## src/rtl/bdtc_pkg.sv

```systemverilog
package bdtc_pkg;

  // Configuration space location and reset image of the bridge control register.
  localparam logic [7:0]  BDTC_BRIDGE_CONTROL_OFFSET = 8'h3e;
  localparam logic [15:0] BDTC_BRIDGE_CONTROL_RESET  = 16'h0000;

  // Field positions inside the bridge control register.
  localparam int BDTC_RSVD_HI_BIT      = 15;
  localparam int BDTC_RSVD_LO_BIT      = 12;
  localparam int BDTC_ERR_EN_BIT       = 11;
  localparam int BDTC_FLAG_BIT         = 10;
  localparam int BDTC_SEC_LEN_BIT      = 9;
  localparam int BDTC_PRI_LEN_BIT      = 8;
  localparam int BDTC_UPPER_LANE       = 1;

  // Discard timer lengths, as powers of two of PCI clock cycles.
  localparam int BDTC_LONG_EXP         = 15;
  localparam int BDTC_SHORT_EXP        = 10;
  localparam int BDTC_LONG_CYCLES      = 1 << BDTC_LONG_EXP;
  localparam int BDTC_SHORT_CYCLES     = 1 << BDTC_SHORT_EXP;
  localparam int BDTC_CNT_W            = 16;

  // Delayed completion tracking states.
  typedef enum logic {
    BDTC_IDLE,
    BDTC_ARMED
  } bdtc_state_type;

endpackage

```

## src/rtl/bdtc_discard_counter.sv

```systemverilog
`timescale 1ns/10ps

module bdtc_discard_counter
  import bdtc_pkg::*;
#(
  parameter int LONG_CYCLES  = BDTC_LONG_CYCLES,
  parameter int SHORT_CYCLES = BDTC_SHORT_CYCLES
) (
  input  wire logic mclk,     // PCI clock, 20 MHz.
  input  wire logic nrst,     // Asynchronous reset, active low.
  input  wire logic start,    // Load and run the timer.
  input  wire logic stop,     // Halt the timer without expiry.
  input  wire logic shortSel, // High selects the short length.
  output logic      expire,   // One-cycle pulse when the timer runs out.
  output logic      running   // High while the timer counts.
);

  typedef struct packed {
    logic [BDTC_CNT_W-1:0] cnt;
    logic                  running;
    logic                  expire;
  } bdtc_cnt_state_type;

  bdtc_cnt_state_type cntState_reg;
  bdtc_cnt_state_type cntState_next;

  localparam logic [BDTC_CNT_W-1:0] LONG_LOAD  = BDTC_CNT_W'(LONG_CYCLES - 1);
  localparam logic [BDTC_CNT_W-1:0] SHORT_LOAD = BDTC_CNT_W'(SHORT_CYCLES - 1);

  // Stop wins over expiry; a start reloads the full length.
  always_comb begin
    cntState_next        = cntState_reg;
    cntState_next.expire = 1'b0;
    if (start) begin
      cntState_next.cnt     = shortSel ? SHORT_LOAD : LONG_LOAD;
      cntState_next.running = 1'b1;
    end else if (cntState_reg.running) begin
      if (stop) begin
        cntState_next.running = 1'b0;
      end else if (cntState_reg.cnt == '0) begin
        cntState_next.running = 1'b0;
        cntState_next.expire  = 1'b1;
      end else begin
        cntState_next.cnt = cntState_reg.cnt - 1'b1;
      end
    end
  end

  // State register.
  always_ff @(posedge mclk or negedge nrst) begin
    if (!nrst) begin
      cntState_reg <= '0;
    end else begin
      cntState_reg <= cntState_next;
    end
  end

  assign expire  = cntState_reg.expire;
  assign running = cntState_reg.running;

  property p_load_length;
    @(posedge mclk) disable iff (!nrst)
    start |=> (cntState_reg.cnt == ($past(shortSel) ? SHORT_LOAD : LONG_LOAD)) && cntState_reg.running;
  endproperty
  a_load_length: assert property (p_load_length) else $error("Timer loaded a wrong length.");

  property p_stop_quiet;
    @(posedge mclk) disable iff (!nrst)
    (running && stop && !start) |=> !running && !expire;
  endproperty
  a_stop_quiet: assert property (p_stop_quiet) else $error("Stopped timer still ran or expired.");

endmodule

```

## src/rtl/bdtc_bridge_ctrl.sv

```systemverilog
// Behaviour
// - Bits 15 to 12 of bridge control always read as zero.
// - With enable set, a discard sends an error message upstream.
// - Message is non-fatal unless advanced error reporting allows fatal selection.
// - The enable bit only acts in conventional PCI mode.
// - Enable clear suppresses message, unless reporting supported and mask bit clear.
// - Discard sets the status flag; software clears it by writing one.
// - Length select zero gives 2^15 cycles, one gives 2^10 cycles.
// - Timer starts when the delayed completion reaches the queue head.
// - On expiry the delayed transaction is deleted and the flag set.
// - Bit 8 is fixed at zero and ignores writes.
`timescale 1ns/10ps

module bdtc_bridge_ctrl
  import bdtc_pkg::*;
#(
  parameter int LONG_CYCLES   = BDTC_LONG_CYCLES,
  parameter int SHORT_CYCLES  = BDTC_SHORT_CYCLES,
  parameter bit AER_SUPPORTED = 1'b1
) (
  input  wire logic        mclk,             // PCI clock, 20 MHz.
  input  wire logic        nrst,             // Asynchronous reset, active low.
  input  wire logic [7:0]  cfgAddr,          // Configuration byte address.
  input  wire logic        cfgRead,          // Configuration read strobe.
  input  wire logic        cfgWrite,         // Configuration write strobe.
  input  wire logic [1:0]  cfgByteEn,        // Byte enables for the 16-bit word.
  input  wire logic [15:0] cfgWdata,         // Write data.
  output logic      [15:0] cfgRdata,         // Read data, valid with cfgRdValid.
  output logic             cfgRdValid,       // Read answer pulse.
  input  wire logic        convPciMode,      // High in conventional PCI mode.
  input  wire logic        aerDiscardMask,   // Discard-timer mask bit of the error mask register.
  input  wire logic        aerFatalSelect,   // Severity select from error reporting logic.
  input  wire logic        completionAtHead, // Delayed completion reached the queue head.
  input  wire logic        masterRepeat,     // Secondary master repeated the request.
  output logic             repeatServed,     // Pulse: completion handed to the master.
  output logic             discardDrop,      // Pulse: delete delayed transaction from queue.
  output logic             errMsgValid,      // Pulse: send error message upstream.
  output logic             errMsgFatal,      // Severity of the message, high for fatal.
  output logic             timerRunning      // Discard timer is counting.
);

  typedef struct packed {
    bdtc_state_type dtState;
    logic           errEnable;
    logic           flag;
    logic           lenSelect;
    logic [15:0]    rdata;
    logic           rdValid;
    logic           served;
    logic           drop;
    logic           msgValid;
    logic           msgFatal;
    logic           running;
  } bdtc_state_reg_type;

  bdtc_state_reg_type st_reg;
  bdtc_state_reg_type st_next;

  logic cntStart;
  logic cntStop;
  logic cntExpire;
  logic cntRunning;
  logic regHit;
  logic upperWrite;
  logic sendMsg;

  // Assemble the readable image of the register from the stored fields.
  function automatic logic [15:0] bdtc_image(input logic en, input logic fl, input logic len);
    logic [15:0] img;
    img                   = BDTC_BRIDGE_CONTROL_RESET;
    img[BDTC_ERR_EN_BIT]  = en;
    img[BDTC_FLAG_BIT]    = fl;
    img[BDTC_SEC_LEN_BIT] = len;
    return img;
  endfunction

  // Register decode; only the upper byte lane carries stored fields.
  always_comb begin
    if (cfgAddr == BDTC_BRIDGE_CONTROL_OFFSET) begin
      regHit = 1'b1;
    end else begin
      regHit = 1'b0;
    end
  end

  assign upperWrite = cfgWrite && regHit && cfgByteEn[BDTC_UPPER_LANE];

  // Timer control follows the tracking state directly.
  assign cntStart = (st_reg.dtState == BDTC_IDLE) && completionAtHead;
  assign cntStop  = (st_reg.dtState == BDTC_ARMED) && masterRepeat && !cntExpire;

  // Message gating: enable counts only in conventional mode, mask path only with reporting.
  assign sendMsg = (st_reg.errEnable && convPciMode) ||
                   (AER_SUPPORTED && !aerDiscardMask);

  bdtc_discard_counter #(
    .LONG_CYCLES  (LONG_CYCLES),
    .SHORT_CYCLES (SHORT_CYCLES)
  ) u_counter (
    .mclk     (mclk),
    .nrst     (nrst),
    .start    (cntStart),
    .stop     (cntStop),
    .shortSel (st_reg.lenSelect),
    .expire   (cntExpire),
    .running  (cntRunning)
  );

  // Next state: register writes, read answers, tracking and message generation.
  always_comb begin
    st_next          = st_reg;
    st_next.rdValid  = 1'b0;
    st_next.served   = 1'b0;
    st_next.drop     = 1'b0;
    st_next.msgValid = 1'b0;
    st_next.running  = cntRunning;

    // Stored fields; bit 8 and bits 15:12 have no storage at all.
    if (upperWrite) begin
      st_next.errEnable = cfgWdata[BDTC_ERR_EN_BIT];
      st_next.lenSelect = cfgWdata[BDTC_SEC_LEN_BIT];
      if (cfgWdata[BDTC_FLAG_BIT]) begin
        st_next.flag = 1'b0;
      end
    end

    // Tracking of the one outstanding delayed completion.
    case (st_reg.dtState)
      BDTC_IDLE: begin
        if (completionAtHead) begin
          st_next.dtState = BDTC_ARMED;
        end
      end
      BDTC_ARMED: begin
        if (cntExpire) begin
          st_next.dtState  = BDTC_IDLE;
          st_next.drop     = 1'b1;
          st_next.flag     = 1'b1;
          st_next.msgValid = sendMsg;
          st_next.msgFatal = AER_SUPPORTED && aerFatalSelect;
        end else if (masterRepeat) begin
          st_next.dtState = BDTC_IDLE;
          st_next.served  = 1'b1;
        end
      end
      default: begin
        st_next.dtState = BDTC_IDLE;
      end
    endcase

    // Read answer one cycle after the strobe; unmapped addresses read zero.
    if (cfgRead) begin
      st_next.rdValid = 1'b1;
      if (regHit) begin
        st_next.rdata = bdtc_image(st_reg.errEnable, st_reg.flag, st_reg.lenSelect);
      end else begin
        st_next.rdata = 16'h0000;
      end
    end
  end

  // State register.
  always_ff @(posedge mclk or negedge nrst) begin
    if (!nrst) begin
      st_reg <= '0;
    end else begin
      st_reg <= st_next;
    end
  end

  // Outputs come straight from the state register.
  assign cfgRdata     = st_reg.rdata;
  assign cfgRdValid   = st_reg.rdValid;
  assign repeatServed = st_reg.served;
  assign discardDrop  = st_reg.drop;
  assign errMsgValid  = st_reg.msgValid;
  assign errMsgFatal  = st_reg.msgFatal;
  assign timerRunning = st_reg.running;

  property p_rsvd_zero;
    @(posedge mclk) disable iff (!nrst)
    cfgRdValid |-> (cfgRdata[BDTC_RSVD_HI_BIT:BDTC_RSVD_LO_BIT] == 4'h0);
  endproperty
  a_rsvd_zero: assert property (p_rsvd_zero) else $error("Reserved bits read nonzero.");

  property p_pri_zero;
    @(posedge mclk) disable iff (!nrst)
    cfgRdValid |-> !cfgRdata[BDTC_PRI_LEN_BIT];
  endproperty
  a_pri_zero: assert property (p_pri_zero) else $error("Bit 8 read as one.");

  property p_msg_enabled;
    @(posedge mclk) disable iff (!nrst)
    (st_reg.dtState == BDTC_ARMED && cntExpire && st_reg.errEnable && convPciMode) |=> errMsgValid && discardDrop;
  endproperty
  a_msg_enabled: assert property (p_msg_enabled) else $error("Enabled discard sent no message.");

  property p_severity;
    @(posedge mclk) disable iff (!nrst)
    errMsgValid |-> (errMsgFatal == (AER_SUPPORTED && $past(aerFatalSelect)));
  endproperty
  a_severity: assert property (p_severity) else $error("Discard message carried the wrong severity.");

  property p_mode_gate;
    @(posedge mclk) disable iff (!nrst)
    (cntExpire && !convPciMode && !(AER_SUPPORTED && !aerDiscardMask)) |=> !errMsgValid;
  endproperty
  a_mode_gate: assert property (p_mode_gate) else $error("Message sent outside conventional mode.");

  property p_suppress;
    @(posedge mclk) disable iff (!nrst)
    (cntExpire && !st_reg.errEnable && (!AER_SUPPORTED || aerDiscardMask)) |=> !errMsgValid;
  endproperty
  a_suppress: assert property (p_suppress) else $error("Message not suppressed.");

  property p_flag_set;
    @(posedge mclk) disable iff (!nrst)
    discardDrop |-> st_reg.flag ##1 (st_reg.flag || $past(upperWrite));
  endproperty
  a_flag_set: assert property (p_flag_set) else $error("Discard did not set the flag.");

  property p_msg_needs_drop;
    @(posedge mclk) disable iff (!nrst)
    errMsgValid |-> discardDrop && $past(cntExpire);
  endproperty
  a_msg_needs_drop: assert property (p_msg_needs_drop) else $error("Message without a discard.");

  property p_start_at_head;
    @(posedge mclk) disable iff (!nrst)
    $rose(timerRunning) |-> $past(completionAtHead, 2) && ($past(st_reg.dtState, 2) == BDTC_IDLE);
  endproperty
  a_start_at_head: assert property (p_start_at_head) else $error("Timer started without a completion.");

  property p_served_quiet;
    @(posedge mclk) disable iff (!nrst)
    repeatServed |-> !discardDrop && (st_reg.flag == $past(st_reg.flag) || $past(upperWrite));
  endproperty
  a_served_quiet: assert property (p_served_quiet) else $error("Repeat disturbed the flag.");

  // A discard is a single pulse for each delayed transaction.
  property p_drop_pulse;
    @(posedge mclk) disable iff (!nrst)
    discardDrop |=> !discardDrop;
  endproperty
  a_drop_pulse: assert property (p_drop_pulse) else $error("Discard pulse lasted two cycles.");

  // The timer has already stopped when its discard is signalled.
  property p_drop_idle_timer;
    @(posedge mclk) disable iff (!nrst)
    discardDrop |-> !timerRunning;
  endproperty
  a_drop_idle_timer: assert property (p_drop_idle_timer) else $error("Timer still ran at the discard.");

  // The status flag only rises together with a discard.
  property p_flag_source;
    @(posedge mclk) disable iff (!nrst)
    $rose(st_reg.flag) |-> discardDrop;
  endproperty
  a_flag_source: assert property (p_flag_source) else $error("Flag rose without a discard.");

  // Writing one to the flag clears it unless a discard lands in the same cycle.
  property p_flag_clear;
    @(posedge mclk) disable iff (!nrst)
    (upperWrite && cfgWdata[BDTC_FLAG_BIT] && !(st_reg.dtState == BDTC_ARMED && cntExpire)) |=> !st_reg.flag;
  endproperty
  a_flag_clear: assert property (p_flag_clear) else $error("Flag survived its clear.");

  // A write to the upper lane stores the enable and length bits as written.
  property p_field_store;
    @(posedge mclk) disable iff (!nrst)
    upperWrite |=> (st_reg.errEnable == $past(cfgWdata[BDTC_ERR_EN_BIT])) &&
                   (st_reg.lenSelect == $past(cfgWdata[BDTC_SEC_LEN_BIT]));
  endproperty
  a_field_store: assert property (p_field_store) else $error("Upper lane write not stored.");

  // Without an upper lane write the enable and length bits keep their values.
  property p_field_hold;
    @(posedge mclk) disable iff (!nrst)
    !upperWrite |=> $stable(st_reg.errEnable) && $stable(st_reg.lenSelect);
  endproperty
  a_field_hold: assert property (p_field_hold) else $error("Stored field changed without a write.");

  // A timely repeat is served at once and the timer stops behind it.
  property p_served_timing;
    @(posedge mclk) disable iff (!nrst)
    (st_reg.dtState == BDTC_ARMED && masterRepeat && !cntExpire) |=> repeatServed ##1 !timerRunning;
  endproperty
  a_served_timing: assert property (p_served_timing) else $error("Repeat not served in time.");

  // The timer only runs while a delayed completion is being tracked.
  property p_run_armed;
    @(posedge mclk) disable iff (!nrst)
    timerRunning |-> ($past(st_reg.dtState) == BDTC_ARMED);
  endproperty
  a_run_armed: assert property (p_run_armed) else $error("Timer ran with nothing tracked.");

  // Every read strobe is answered in the next cycle.
  property p_rd_answer;
    @(posedge mclk) disable iff (!nrst)
    cfgRead |=> cfgRdValid;
  endproperty
  a_rd_answer: assert property (p_rd_answer) else $error("Read strobe got no answer.");

  // Reads of any other address return all zeros.
  property p_rd_unmapped;
    @(posedge mclk) disable iff (!nrst)
    (cfgRead && !regHit) |=> (cfgRdata == 16'h0000);
  endproperty
  a_rd_unmapped: assert property (p_rd_unmapped) else $error("Unmapped read returned nonzero.");

endmodule

```

## config.mk

```make
export PLATFORM = sky130hd
export DESIGN_NAME = bdtc_bridge_ctrl
export DESIGN_NICKNAME = d
export VERILOG_FILES = /design/src/rtl/bdtc_pkg.sv /design/src/rtl/bdtc_discard_counter.sv /design/src/rtl/bdtc_bridge_ctrl.sv
export SDC_FILE = /design/constraint.sdc
export NUM_CORES = 1
export LEC_CHECK = 0
export BUFFER_PORTS_ARGS = -buffer_cell sky130_fd_sc_hd__buf_2
export CAP_MARGIN = 30
export CORE_ASPECT_RATIO = 0.5
export CORE_MARGIN = 3
export CORE_UTILIZATION = 30
export CTS_BUF_LIST = sky130_fd_sc_hd__clkbuf_8
export DETAILED_ROUTE_END_ITERATION = 12
export GPL_TIMING_DRIVEN = 0
export PLACE_DENSITY = 0.58
export SYNTH_ARGS = -nofsm -noshare
export SYNTH_HDL_FRONTEND = slang
export SYNTH_SLANG_ARGS = --single-unit
```

## constraint.sdc

```tcl
create_clock -name mclk -period 2.8 [get_ports mclk]
set_input_delay 0.7 -clock mclk [delete_from_list [all_inputs] [get_ports mclk]]
set_output_delay 0.7 -clock mclk [all_outputs]
set_load 0.01 [all_outputs]
```

=== After elaboration in Yosys (flattened, before gate mapping) ===
Index checks and enable logic that the tools add are counted.

* Register bits after elaboration: 40
* Input bits: 35
* Output and inout bits: 22
* Logic and storage cells: 56

* Add/sub/neg operators: 1
* Equal/unequal tests: 3
* Muxes and demuxes: 24
* Bitwise operators: 1
* Reductions and logical operators: 13

{| class="wikitable"
|+ Operators by type and width
! kind !! number
|-
| 16-bit two-way mux || 2
|-
| 18-bit two-way mux || 1
|-
| 17-bit two-way mux || 1
|-
| 16-bit logical NOT || 1
|-
| 16-bit by 1-bit subtractor with 16-bit output, second input constant || 1
|-
| 15-bit two-way mux || 1
|-
| 1-bit two-way mux || 13
|-
| 12-bit two-way mux || 1
|-
| 8-bit by 6-bit == test with 1-bit output, second input constant || 1
|-
| 1-bit logical AND || 6
|-
| 2-bit two-way mux || 2
|-
| 4-bit two-way mux || 1
|-
| 2-bit != test, second input constant || 2
|-
| 3-bit two-way mux || 1
|-
| 3-bit AND reduction || 1
|-
| 1-bit logical NOT || 2
|-
| 1-bit case mux with 2 select lines || 1
|-
| 2-bit AND reduction || 1
|-
| 2-bit nonzero test || 1
|-
| 1-bit logical OR || 1
|-
| 1-bit NOT || 1
|}

=== Longest topological paths before layout ===
Gate-level depths: netlist of run 1.

* Depth after elaboration: 7
* Gate-level depth with buffers: 8
* Depth with buffers taken out: 7

=== Hierarchy ===
Synthesis of run 1 repeated with hierarchy kept, for this count alone.

* Cell total of the unflattened synthesis: 167
* Area total of the unflattened synthesis: 1670.4 sq um

{| class="wikitable"
|+ Modules (own cells, without submodules)
! module !! instances !! cells an instance !! area an instance (sq um) !! seq. area each (sq um)
|-
| bdtc_discard_counter || 1 || 108 || 1028.5 || 450.4
|-
| bdtc_bridge_ctrl || 1 || 59 || 641.9 || 325.3
|}

=== Worst setup path before layout of run 1 ===
OpenSTA, ideal clock, no wires.

* Path kind: input-to-reg
* Start: in masterRepeat
* End: reg u_counter.cntState_reg[9] (netlist name)
* Setup time: 0.069 ns
* Data arrival time: 1.690 ns
* Data required time: 2.731 ns
* Path slack: 1.042 ns
* Stages on the path: 5
* Buffers on the path: 0
* Path through: and3b_1 nor2_1 o21ai_2 or4_1 nand3_1

* Longest elaborated chain between the ends: 4

{| class="wikitable"
|+ Ends and longest elaborated chain
! what !! RTL line !! text
|-
| start: declaration || bdtc_bridge_ctrl.sv:34 || <nowiki>input wire logic masterRepeat,</nowiki>
|-
| 1-bit logical AND (2 in a row) || bdtc_bridge_ctrl.sv:90 || <nowiki>assign cntStop = (st_reg.dtState == BDTC_ARMED) && masterRepeat && !cntExpire;</nowiki>
|-
| 2-bit != test (no line) || n/a ||
|-
| 3-bit AND reduction (no line) || n/a ||
|-
| end signal: assignment || bdtc_discard_counter.sv:54 || <nowiki>cntState_reg <= cntState_next;</nowiki>
|-
| end: declaration || bdtc_discard_counter.sv:24 || <nowiki>bdtc_cnt_state_type cntState_reg;</nowiki>
|}

No other way between the ends.
A chain may end at the register's enable or synchronous reset.

=== Final worst setup path of run 1 ===
* Start: reg u_counter.cntState_reg[2] (netlist name)
* End: reg u_counter.cntState_reg[12] (netlist name)

* Longest elaborated chain between the ends: 5
* Elaborated cells on any way between the ends: 8
* Those cells by class: add/sub (1); eq/ne (1); mux (4); reduce/logical (2)

{| class="wikitable"
|+ Ends and longest elaborated chain
! what !! RTL line !! text
|-
| 16-bit by 1-bit subtractor with 16-bit output || bdtc_discard_counter.sv:44 || <nowiki>cntState_next.cnt = cntState_reg.cnt - 1'b1;</nowiki>
|-
| 16-bit two-way mux || bdtc_discard_counter.sv:40 || <nowiki>end else if (cntState_reg.cnt == '0) begin</nowiki>
|-
| 16-bit two-way mux || bdtc_discard_counter.sv:38 || <nowiki>if (stop) begin</nowiki>
|-
| 18-bit two-way mux || bdtc_discard_counter.sv:37 || <nowiki>end else if (cntState_reg.running) begin</nowiki>
|-
| 17-bit two-way mux || bdtc_discard_counter.sv:34 || <nowiki>if (start) begin</nowiki>
|}

Parallel ways exist; a longest one is shown, timed or not. The select of a mux whose other input is x is not followed.

==> flow_metrics.tcl, run 1 <==
set metrics [dict create \
    ys_seq_elements 31 \
    post_cts_buffers 0 \
    synth_area_per_cell_um2 9.805 \
    io_pins 57 \
    cts_max_level 2 \
    dp.cells 282 \
    synth-simple-area-share_pct 22.61 \
    first_pass_iters 4 \
    synth_area_leaders "dfrtp_1, buf_4, nand2_1" \
    fin_crit_sh_pct 71.48 \
    crit_fanout 5 \
    synthArstFlopShare_pct 100.0 \
    power_frac_seq_pct 43.9 \
    power_density_nw_per_um2 616.3 \
    p_sw_uw 362.3 \
    cts-buffers-inserted 5 \
    clkPwrFrac_pct 35.6 \
    synth_top_cell_by_area "dfrtp_1" \
    worstMarginPinSlew_ns 0.6701 \
    gp_congestion 0.8181 \
    io_buffers 29 \
    slew_violations 0 \
    finalCriticalPeriod_ns 2.001 \
    p_int_uw 914.8 \
    antenna_cells 0 \
    power.leakage_nw 0.9652 \
    setup_viol 0 \
    drc 0 \
    die_h_um 58.86 \
    core-area_um2 5157 \
    crit_type "reg2reg" \
    largest_reg_flops 16 \
    power_switching_share_pct 28.37 \
    synth_mux_area_share_pct 3.806 \
    finalClockSkew_ns 0.006308 \
    start_util_pct 32.51 \
    syn_to_final_growth_pct 23.58 \
    worst-r2r-cell-count 7 \
    cts_tree "built" \
    route.vias.total 1329 \
    cts_hold_buf 0 \
    post_drt_wl_per_cell_um 11.64 \
    startpoint_type "register" \
    drt_iter0_markers 91 \
    nets 255 \
    clk_latency_ns 0.28 \
    cts_resized 0 \
    finalHoldViolCount 0 \
    min_path_type "in2async" \
    ys_seq_area_share_pct 46.27 \
    clk_pin_slew_ns 0.07 \
    ys.warnings.count 0 \
    share_comb_of_total_power_pct 20.5 \
    synth_xor_area_share_pct 1.045 \
    postRouteAntennaNets 0 \
    dp_hpwl_um 2567 \
    worstPathArrival_ns 2.22 \
    worst_ep_required_time_ns 3.02 \
    instances_no_fill 290 \
    cts.path.max_buffers 2 \
    yosysTopAreaCellShare_pct 46.27 \
    antenna_found_initial 0 \
    die_w_um 111.7 \
    vias_per_cell 4.583 \
    grt_pass1_vias 1363 \
    fmax_mhz 499.6 \
    wirelength_um 3375 \
    syn_area_um2 1677 \
    rsz0062_at_grt "no" \
    post_route_cells_drive_above_1_share_pct 30.45 \
    num_rows 18 \
    drv_cap 0 \
    clockRootBuffer "clkbuf_8" \
    ys_top_cells_by_count "dfrtp_1, nand2_1, buf_4" \
    slew-limit-headroom_pct 55.32 \
    ir_worst_vdd_uv 231.5 \
    yosys.cell_count.top_type "dfrtp_1" \
    track_usage_pct 11.21 \
    synth_edf_count 0 \
    crit_path_end_kind "register" \
    gr-total-overflow 0 \
    synth_compound_gate_area_share_pct 14.10 \
    grt_max_degree 32 \
    grt_pass1_wl_um 5920 \
    yosysUniqueCellTypes 47 \
    synth_cells 171 \
    ys.flop_type "dfrtp_1" \
    tns_ns 0 \
    synthAdderAreaFrac_pct 0.7463 \
    finalHoldWorstSlack_ns 0.4465 \
    clock_sinks 31 \
    synth_top_family_by_area "simple AND/OR/NAND/NOR gates" \
    outcome "finished, final reports clean" \
    dieArea_um2 6576 \
    power_mw 1.277 \
]
## power groups by stage
stage               clock (mW)  sequential (mW)  combinational, mW
finish                   0.455            0.561              0.262
global route             0.490            0.570              0.300
floorplan                    0            0.560              0.196
detailed placement           0            0.567              0.263
global placement             0            0.567              0.256
CTS                      0.467            0.560              0.264
## layout make-up
class	count	area (µm²)
buffer	22	157.7
sequential	31	775.7
timing repair buffer	29	145.1
clock buffer	6	82.58
clock inverter	2	35.03
fill	511	3085
tap	70	87.58
inverter	8	30.03
multi-input combinational	122	758.2
## critical path, stage by stage, from the launching register on
cell and delay, ns:
dfrtp_1 0.42, inv_1 0.07, ha_1 0.18, nor3b_2 0.31, and2_1 0.26, o211ai_1 0.19, or4_1 0.44, nand3_1 0.08
## worst paths after layout
path | slack [ns] | endpoint | start
worst min-delay path | 0.45 | u_counter.cntState_reg[10] | nrst
min in group mclk | 0.48 | timerRunning | u_counter.running
worst min register to register | 0.48 | timerRunning | u_counter.running
worst max register to register | 0.80 | u_counter.cntState_reg[12] | u_counter.cntState_reg[2]
worst max-delay path | 0.80 | u_counter.cntState_reg[12] | u_counter.cntState_reg[2]
max in group asynchronous | 1.92 | u_counter.running | nrst
## per-stage QoR
stage	util, %	setup slack (ns)	instance area (µm²)
after global placement	37.89	0.7213	1954
after CTS	40.17	0.7909	2072
after detailed placement	37.89	0.7267	1954
after floorplan	-	1.042	1722
after global routing	40.17	0.6141	2072
final	40.17	0.7986	2072
## kinds of logic (layout without fill, tap and decap cells)
group           count (synthesis)  after routing
mux                             6              6
flops                          31             31
simple gates                   64             64
compound gates                 36             36
buf+inv                        30             67
xor+xnor                        2              2
fa+ha+maj                       1              1
other cells                     1             13
## cells in the final DEF, fill, tap and decap left out, types with 2 or more instances in the layout
| cell | instances |
|---|---|
| a31oi_1 | 3 |
| o31ai_1 | 2 |
| a21o_1 | 2 |
| o211ai_1 | 3 |
| buf_2 | 29 |
| clkbuf_1 | 3 |
| buf_4 | 18 |
| nor4_1 | 4 |
| inv_1 | 8 |
| conb_1 | 13 |
| dfrtp_1 | 31 |
| and3_1 | 2 |
| nand2_1 | 21 |
| and2_1 | 3 |
| clkbuf_8 | 6 |
| mux2i_1 | 3 |
| or4_1 | 2 |
| o21ai_1 | 3 |
| o32ai_1 | 2 |
| and3_4 | 2 |
| mux2_2 | 3 |
| nor2_1 | 10 |
| nor4b_1 | 2 |
| nand3_1 | 4 |
| nand2b_1 | 3 |
| a21oi_1 | 6 |
| o21ai_0 | 8 |
## metal layers
metal  up-vias  track usage, %  part of all wire [%]
met4         0           4.853                   1.4
li1        668               -                     -
met2        49           19.17                    45
met3         4           2.977                   7.1
met1       608           13.67                    47
met5         -               0                     0
(Power assumes the default switching activity.)
==> run 2: changes to the inputs <==
==> constraint.sdc (replaced) <==
create_clock -name mclk -period 2.08 [get_ports mclk]
set_input_delay 0.52 -clock mclk [delete_from_list [all_inputs] [get_ports mclk]]
set_output_delay 0.52 -clock mclk [all_outputs]
set_load 0.01 [all_outputs]
==> run 2 against run 1 <==
Effect of this change: global-route usage unchanged; count of clock-buffer cells in the layout unchanged; critical path type unchanged; sequential power grew 35%; clock skew about the same; largest power group unchanged; worst hold slack got worse by 0.18 ns; critical endpoint unchanged.
==> flow_metrics.tcl, run 2 (synthesized netlist as in run 1, its figures left out) <==
set metrics [dict create \
    grt_pass1_wl_um 5920 \
    io_buffers 29 \
    drv_cap 0 \
    worst_path_dominant_cell_family "simple AND/OR/NAND/NOR gates" \
    final_util_pct 40.34 \
    clk_latency_ns 0.29 \
    min_path_type "in2async" \
    nets 255 \
    slew-limit-headroom_pct 55.35 \
    placed_cell_area_um2 1954 \
    crit_cells 7 \
    clock_sinks 31 \
    crit_chain "inv_1, ha_1, nor3b_4, and2_4, o211ai_1, or4_1, nand3_1" \
    power_density_nw_per_um2 828.7 \
    clockRootBuffer "clkbuf_8" \
    worstPathArrival_ns 2.11 \
    dieArea_um2 6576 \
    grt_max_degree 32 \
    io_pins 57 \
    crit-reg2reg-capture "u_counter.cntState_reg[12]" \
    die_w_um 111.7 \
    track_usage_pct 11.21 \
    slew_violations 0 \
    regToRegSetupSlack_ns 0.19 \
    power_mw 1.724 \
    die_h_um 58.86 \
    finalHoldViolCount 0 \
    path_buf_inv 1 \
    vias_per_cell 4.607 \
    dp_hpwl_um 2567 \
    dp.cells 282 \
    clk_pin_slew_ns 0.07 \
    startpoint "u_counter.cntState_reg[2]" \
    num_rows 18 \
    crit_path_end_kind "register" \
    start_util_pct 32.51 \
    gp_congestion 0.8181 \
    cts.path.max_buffers 2 \
    cts_resized 0 \
    post_route_cells_drive_above_1_share_pct 30.91 \
    finalClockSkew_ns 0.006231 \
    cts_max_level 2 \
    drc 0 \
    worst_path_max_delay_cell "or4_1" \
    outcome "finished, final reports clean" \
    final_common_cell "dfrtp_1" \
    antenna_cells 0 \
    instances_no_fill 290 \
    worstReg2RegStart "u_counter.cntState_reg[2]" \
    largest_reg_flops 16 \
    final_cell_mix "dfrtp_1, buf_2, nand2_1" \
    post_cts_buffers 0 \
    worstMarginPinSlew_ns 0.6697 \
    route.vias.total 1336 \
    finalCriticalPeriod_ns 1.887 \
    grt_pass1_vias 1363 \
    cts-buffers-inserted 5 \
    wirelength_um 3354 \
    core-area_um2 5157 \
    crit_type "reg2reg" \
    fin_crit_sh_pct 90.71 \
    ir_worst_vdd_uv 311.7 \
    worst-r2r-cell-count 7 \
    rsz0062_at_grt "no" \
    startpoint_type "register" \
    cts_hold_buf 0 \
    antenna_found_initial 0 \
    first_pass_iters 4 \
    design_area_um2 2081 \
    post_drt_wl_per_cell_um 11.57 \
    gr-total-overflow 0 \
    worst_ep_required_time_ns 2.30 \
    setup_viol 0 \
    fmax_mhz 530.0 \
    drt_iter0_markers 86 \
    power.leakage_nw 0.9813 \
    tns_ns 0 \
    slowest_delay_ns 0.43 \
    cts_tree "built" \
    crit_fanout 5 \
    postRouteAntennaNets 0 \
    syn_to_final_growth_pct 24.10 \
]
[run 2: per-layer routing]
metal	track usage [%]	part of all wire [%]
met1	13.67	46
met2	19.17	45
met3	2.977	7.9
met4	4.853	1.3
met5	0	0
[run 2: power by group]
| part | internal [mW] | switching, mW |
|---|---|---|
| clock | 0.387 | 0.224 |
| sequential | 0.683 | 0.0744 |
| combinational | 0.164 | 0.192 |
| total | 1.23 | 0.490 |
[run 2: cell type report]
cell class,count,area [µm²]
Buffer,22,157.7
Clock buffer,6,82.58
Clock inverter,2,35.03
Fill cell,514,3077
Inverter,8,30.03
Multi-Input combinational cell,122,767.0
Sequential cell,31,775.7
Tap cell,70,87.58
Timing Repair Buffer,29,145.1
[run 2: through the flow]
stage | hold slack, ns | setup WS [ns]
after global placement | 0.4592 | 0.1057
final | 0.2646 | 0.1932
after global routing | 0.3155 | 0.02247
after CTS | 0.2922 | 0.07090
after floorplan | 0.2244 | 0.3422
after detailed placement | 0.4645 | 0.08840
[run 2: how the worst max path moves through the flow]
stage / endpoint / slack [ns]
2_1_floorplan: u_counter.cntState_reg[12] / 0.34
3_3_place_gp: u_counter.cntState_reg[12] / 0.11
3_5_place_dp: u_counter.cntState_reg[12] / 0.09
4_1_cts: u_counter.cntState_reg[12] / 0.07
5_1_grt: u_counter.cntState_reg[14] / 0.02
6_report: u_counter.cntState_reg[12] / 0.19
